`config.mk`:
```
export PLATFORM = sky130hd
export DESIGN_NAME = ssac_ctrl
export DESIGN_NICKNAME = d
export VERILOG_FILES = /design/src/logic/ssac_ctrl.v /design/src/logic/ssac_burst_seq.v
export VERILOG_INCLUDE_DIRS = /design/src /design/src/include
export SDC_FILE = /design/constraint.sdc
export NUM_CORES = 1
export LEC_CHECK = 0
export ABC_CLOCK_PERIOD_IN_PS = 1430
export BUFFER_PORTS_ARGS = -buffer_cell sky130_fd_sc_hd__buf_4
export CORE_MARGIN = 10
export CORE_UTILIZATION = 45
export CTS_CLUSTER_SIZE = 10
export DETAILED_ROUTE_END_ITERATION = 16
export PLACE_DENSITY = 0.72
export SKIP_LAST_GASP = 1
export SLEW_MARGIN = 0
export SYNTH_ARGS = -nofsm -noshare
export SYNTH_HDL_FRONTEND = slang
export SYNTH_SLANG_ARGS = --single-unit
```
`constraint.sdc`:
```
create_clock -name sys_clk_in -period 1.43 [get_ports sys_clk_in]
set_input_delay 0.0715 -clock sys_clk_in [delete_from_list [all_inputs] [get_ports sys_clk_in]]
set_output_delay 0.0715 -clock sys_clk_in [all_outputs]
set_load 0.05 [all_outputs]
```
`src/include/ssac_regs.vh`:
```
// constants for the synchronous sram address and write control block
// assumes inclusion by bare name from the design files
`ifndef SSAC_REGS_VH
`define SSAC_REGS_VH
`define SSAC_LANES 4
`define SSAC_ADDR_W 20
`define SSAC_BURST_W 2
`define SSAC_ALL_LANES 4'hF
`define SSAC_NO_LANES 4'h0
`define SSAC_BURST_RST 2'h0
`define SSAC_ADDR_RST 20'h00000
`define SSAC_CYC_IDLE 2'h0
`define SSAC_CYC_READ 2'h1
`define SSAC_CYC_WRITE 2'h2
`endif

```
`src/logic/ssac_ctrl.v`:
```
// input-side control of a pipelined synchronous burst sram
// assumes all control pins come from another clock domain and are double synced
`timescale 1ns/1ps
`include "ssac_regs.vh"
////////////////////////////////////////////////////////////////////////////////
// Summary of operation
// - capture address when a strobe is low and all three selects active
// - on capture, load low two address bits into the 2-bit burst counter
// - lane write selects sampled on rising edge, active low
// - global write low writes every lane, ignoring lane selects and gate
// - lane selects apply only while the byte write gate is low
// - both strobes low honours processor strobe; ignored when first select high
// - second select active high, third active low, with the first
// - burst advance low during a burst increments the burst counter
// - burst-order strap low gives linear order, high gives interleaved
module ssac_ctrl (
  input wire sys_clk_in,
  input wire nrst_in,
  input wire [19:0] addr_in,
  input wire proc_addr_strobe_n_in,
  input wire ctrl_addr_strobe_n_in,
  input wire chip_sel_first_n_in,
  input wire chip_sel_second_in,
  input wire chip_sel_third_n_in,
  input wire lane0_write_sel_n_in,
  input wire lane1_write_sel_n_in,
  input wire lane2_write_sel_n_in,
  input wire lane3_write_sel_n_in,
  input wire lane_write_gate_n_in,
  input wire all_lanes_write_n_in,
  input wire burst_advance_n_in,
  input wire burst_order_in,
  output reg [19:0] addr_out,
  output wire [1:0] burst_addr_out,
  output reg [3:0] lane_write_en_out,
  output reg read_out,
  output reg write_out,
  output reg burst_active_out,
  output reg proc_strobe_taken_out
);
  ////////////////////////////////////////////////////////////////////////////
  // two-stage synchronisers; the first stage feeds only the second
  localparam SYNC_W = 33;
  wire [SYNC_W-1:0] raw;
  reg [SYNC_W-1:0] sync_a;
  reg [SYNC_W-1:0] sync_b;
  assign raw = {addr_in, proc_addr_strobe_n_in, ctrl_addr_strobe_n_in,
    chip_sel_first_n_in, chip_sel_second_in, chip_sel_third_n_in,
    lane3_write_sel_n_in, lane2_write_sel_n_in, lane1_write_sel_n_in,
    lane0_write_sel_n_in, lane_write_gate_n_in, all_lanes_write_n_in,
    burst_advance_n_in, burst_order_in};
  genvar i;
  generate
    for (i = 0; i < SYNC_W; i = i + 1)
    begin : g_sync
      always @(posedge sys_clk_in)
      begin
        sync_a[i] <= raw[i];
        sync_b[i] <= sync_a[i];
      end
    end
  endgenerate
  wire [19:0] s_addr = sync_b[32:13];
  wire s_proc_n = sync_b[12];
  wire s_ctrl_n = sync_b[11];
  wire s_cs1_n = sync_b[10];
  wire s_cs2 = sync_b[9];
  wire s_cs3_n = sync_b[8];
  wire [3:0] s_lane_n = sync_b[7:4];
  wire s_gate_n = sync_b[3];
  wire s_all_n = sync_b[2];
  wire s_adv_n = sync_b[1];
  wire s_order = sync_b[0];

  ////////////////////////////////////////////////////////////////////////////
  // selection and strobe decode
  wire selected = !s_cs1_n && s_cs2 && !s_cs3_n;
  // processor strobe wins over controller strobe even with first select high, but is taken only with first select low
  wire proc_take = !s_proc_n && !s_cs1_n;
  wire ctrl_take = !s_ctrl_n && s_proc_n;
  wire capture = (proc_take || ctrl_take) && selected;
  wire advance = !capture && burst_active_out && !s_adv_n;

  ////////////////////////////////////////////////////////////////////////////
  // write decode
  reg [3:0] next_lanes;
  always @*
  begin
    if (!s_all_n)
      next_lanes = `SSAC_ALL_LANES;
    else if (!s_gate_n)
      next_lanes = ~s_lane_n;
    else
      next_lanes = `SSAC_NO_LANES;
  end

  ////////////////////////////////////////////////////////////////////////////
  // registered outputs
  always @(posedge sys_clk_in)
  begin
    if (!nrst_in)
    begin
      addr_out <= `SSAC_ADDR_RST;
      lane_write_en_out <= `SSAC_NO_LANES;
      read_out <= 1'b0;
      write_out <= 1'b0;
      burst_active_out <= 1'b0;
      proc_strobe_taken_out <= 1'b0;
    end
    else
    begin
      if (capture)
        addr_out <= s_addr;
      proc_strobe_taken_out <= capture && proc_take;
      if (capture)
        burst_active_out <= 1'b1;
      else if (!s_proc_n && s_cs1_n)
        burst_active_out <= burst_active_out;
      else if ((!s_ctrl_n) && !selected)
        burst_active_out <= 1'b0;
      // writes happen on a capture or on a burst continuation cycle
      if (capture || burst_active_out)
      begin
        lane_write_en_out <= next_lanes;
        write_out <= (next_lanes != `SSAC_NO_LANES);
        read_out <= (next_lanes == `SSAC_NO_LANES);
      end
      else
      begin
        lane_write_en_out <= `SSAC_NO_LANES;
        write_out <= 1'b0;
        read_out <= 1'b0;
      end
    end
  end

  ////////////////////////////////////////////////////////////////////////////
  // burst counter; strap is static so it is used straight from the synchroniser
  ssac_burst_seq u_burst (
    .sys_clk_in(sys_clk_in),
    .nrst_in(nrst_in),
    .load_in(capture),
    .seed_in(s_addr[1:0]),
    .advance_in(advance),
    .interleave_in(s_order),
    .burst_addr_out(burst_addr_out)
  );
endmodule // ssac_ctrl

```
`src/logic/ssac_burst_seq.v`:
```
// burst address sequencer: 2-bit counter and linear/interleaved order
// assumes load and advance are already qualified by the parent
`timescale 1ns/1ps
`include "ssac_regs.vh"
module ssac_burst_seq (
  input wire sys_clk_in,
  input wire nrst_in,
  input wire load_in,
  input wire [1:0] seed_in,
  input wire advance_in,
  input wire interleave_in,
  output wire [1:0] burst_addr_out
);
  reg [1:0] seed;
  reg [1:0] count;
  // linear step is summed one bit wider and cut back on purpose, so the wrap is explicit
  wire [2:0] lin_sum = {1'b0, seed} + {1'b0, count};
  always @(posedge sys_clk_in)
  begin
    if (!nrst_in)
    begin
      seed <= `SSAC_BURST_RST;
      count <= `SSAC_BURST_RST;
    end
    else if (load_in)
    begin
      seed <= seed_in;
      count <= `SSAC_BURST_RST;
    end
    else if (advance_in)
      count <= count + 2'h1;
  end
  // interleaved order xors the step into the seed, linear order adds it
  assign burst_addr_out = interleave_in ? (seed ^ count) : lin_sum[1:0];
endmodule // ssac_burst_seq

```
==> flow_summary.yaml <==
setup_path:
  critPathRequiredTime_ns: 1.70
  path_class: "reg2reg"
  arrival_ns: 1.65
  cp-start-kind: "register"
  crit_fanout: 23
  end_kind: "register"
timing:
  max_clock_freq_mhz: 726
  timing.final.crit_period_ns: 1.38
  tightest_slew_ns: 0.444
  hold-worst-slack_ns: 0.127
  rsz0062_at_grt: "yes"
  fin_crit_sh_pct: 96.3
  fin_ws_ns: 0.0534
  max_slew_margin_pct: 70.3
  clock_skew_ns: 0.00790
  drv_slew: 0
  hold_viol: 0
  setup_viol: 0
route:
  first_pass_iters: 4
  wl_um: 4700
  vias_per_cell: 4.32
  drt-initial-drc-count: 62
  ant_nets: 0
  wire_per_inst_um: 12.5
  vias: 1626
  drcViolationCount: 0
final_layout:
  drive_gt1_share_pct: 30.3
  final_cells: 376
  fin_util_pct: 67.5
  antennaDiodeCount: 0
  nNetsFinal: 335
  areaGrowthSynthToFinish_pct: 46.2
  fillers: 390
floorplanning:
  die_h_um: 95.2
  die_x_um: 95.2
  die_area_sq_um: 9060
  num_io_pins: 65
  core-area_sq_um: 5510
  rows: 27
  initial_core_util_pct: 46.2
synth:
  synth_warnings: 0
  netlist_area_sq_um: 2540
  ys_types: 18
  avgSynthCellArea_sq_um: 13.1
  ys_ff_latch: 96
  synth_cells: 194
  synth_enable_flop_cells: 0
  synthFlopType: "dfxtp_1"
  seq_area_frac_synth_pct: 75.6
  async_reset_ff_share_pct: 0
  synth_nets: 230
power_and_ir_drop:
  finalPower_mw: 5.00
  intPower_mw: 3.90
  sw_frac_of_total_pct: 22.0
  p_sw_mw: 1.10
  seqPwrFrac_pct: 56.7
  p_leak_nw: 1.58
  power_density_nw_per_um2: 1350
  clkPwrFrac_pct: 35.8
  irDropWorstVdd_uv: 890
  combPwrFrac_pct: 7.5
placed_design:
  place_worst_setup_slack_ns: 0.0678
  dp_cells: 325
  numPortBuffers: 64
  post-dp-hpwl_um: 3150
  place.gp.congestion: 0.704
global_routing:
  globalRouteMet1Util_pct: 10.9
  grt_use_met2_pct: 18.3
  met3_usage_pct: 4.32
  grt_pass1_vias: 1651
  grt.busiest_layer: "met2"
  grtUsageTotal_pct: 10.9
  grt_max_degree: 32
  antenna_found_initial: 0
  grt_first_pass_wirelength_um: 7560
  grt_overflow: 0
outcome:
  status: "complete, no violations"
clock_tree:
  htreeDepth: 3
  cts_buffers: 9
  clkTransAtPathRegs_ns: 0.09
  cts_root_buffer: "clkbuf_8"
  clk_latency_ns: 0.34
  cts_max_path_buffers: 2
  cts_num_sinks: 96
  cts_tree: "built"
hold_path:
  worst_hold_path_type: "in2reg"
flow_run:
  drv_cap: 0
power groups by stage:
stage | combinational, mW | clock, mW | sequential, mW
after floorplan | 0.0963 | 0 | 2.97
after global placement | 0.297 | 0 | 2.90
after detailed placement | 0.302 | 0 | 2.90
after CTS | 0.377 | 1.85 | 2.84
after global routing | 0.405 | 1.94 | 2.85
final | 0.376 | 1.79 | 2.84
worst paths after layout:
| path | start | to | slack (ns) | cells after the start |
|---|---|---|---|---|
| max | s_cs1_n$_DFF_P_ | addr_out[14]$_SDFFE_PN0P_ | 0.05 | 4 |
| min | nrst_in | burst_active_out$_SDFFE_PN0P_ | 0.13 | 2 |
| max reg2reg | s_cs1_n$_DFF_P_ | addr_out[14]$_SDFFE_PN0P_ | 0.05 | 4 |
| min reg2reg | sync_a[12]$_DFF_P_ | s_proc_n$_DFF_P_ | 0.33 | 0 |
per-layer routing:
layer / vias to the layer above / routed length (um)
li1: 833 / -
met1: 745 / 1830
met2: 39 / 2420
met3: 9 / 323
met4: 0 / 124
met5: - / 0
cells in the final DEF, fill, tap and decap left out:
cell type and count:
dlygate4sd3_1 33, nor2_1 5, nand3b_1 2, xnor2_4 1, o211ai_1 1, inv_6 1
buf_12 1, buf_6 1, xnor2_1 1, xnor2_2 1, bufinv_16 1, nor2b_4 1
a41o_1 1, a21oi_1 1, clkbuf_8 11, buf_4 66, nor2b_1 2, or3b_4 1
ha_4 1, xor2_1 1, mux2i_1 20, nor3b_1 4, dfxtp_4 2, a21oi_4 1
o21a_1 6, dfxtp_1 94, clkinv_4 1, nand2_1 41, clkinvlp_4 2
area by class of cell:
cell class,instances,area (sq um),share of cell area [%]
Timing Repair Buffer,101,857,23.1
Tap cell,72,90.1,2.42
Multi-Input combinational cell,91,626,16.8
Clock inverter,5,62.6,1.68
Clock buffer,11,151,4.07
Sequential cell,96,1930,51.9
kinds of logic (layout without fill, tap and decap cells):
family | after synthesis | count (layout) | share of synthesized area, %
compound gates | 10 | 10 | 3.30
xor+xnor | 4 | 4 | 1.38
fa+ha+maj | 1 | 1 | 0.492
buf+inv | 7 | 117 | 1.62
flops | 96 | 96 | 75.6
mux | 20 | 20 | 7.87
simple gates | 56 | 56 | 9.74
cells in the mapped netlist (2+ instances only):
cell,instances,area [sq um]
buf_6,2,22.5
clkbuf_1,5,18.8
dfxtp_1,96,1920
mux2i_1,20,200
nand2_1,41,154
nand3b_1,2,15.0
nor2_1,5,18.8
nor2b_1,3,18.8
nor3b_1,4,30.0
o21a_1,6,45.0
xnor2_1,3,26.3
stage by stage:
stage               area [sq um]  TNS (ns)
floorplan                   2560         0
global placement            3120         0
detailed placement          3120         0
CTS                         3680         0
global route                3720   -0.0942
finish                      3720         0
sequential cells by signal, summed over array words and instances, names as in the netlist, 2 cells and up:
| name | flops |
|---|---|
| sync_a | 33 |
| lane_write_en_out | 4 |
| u_burst.count | 2 |
| addr_out | 20 |
| s_addr | 20 |
| s_lane_n | 4 |
worst max-delay path, cell delays in order, from the launching register on:
cell and delay (ns):
dfxtp_1 0.32, or3b_4 0.41, a21oi_4 0.15, buf_12 0.21, mux2i_1 0.21
what timing repair did:
action	CTS	global route
hold buffers	33	0
endpoints found under the hold margin	33	0
endpoints found under the setup margin	1	8
gates cloned	0	0
setup buffers	0	2
gates resized for setup	5	4
(Power assumes the default switching activity.)
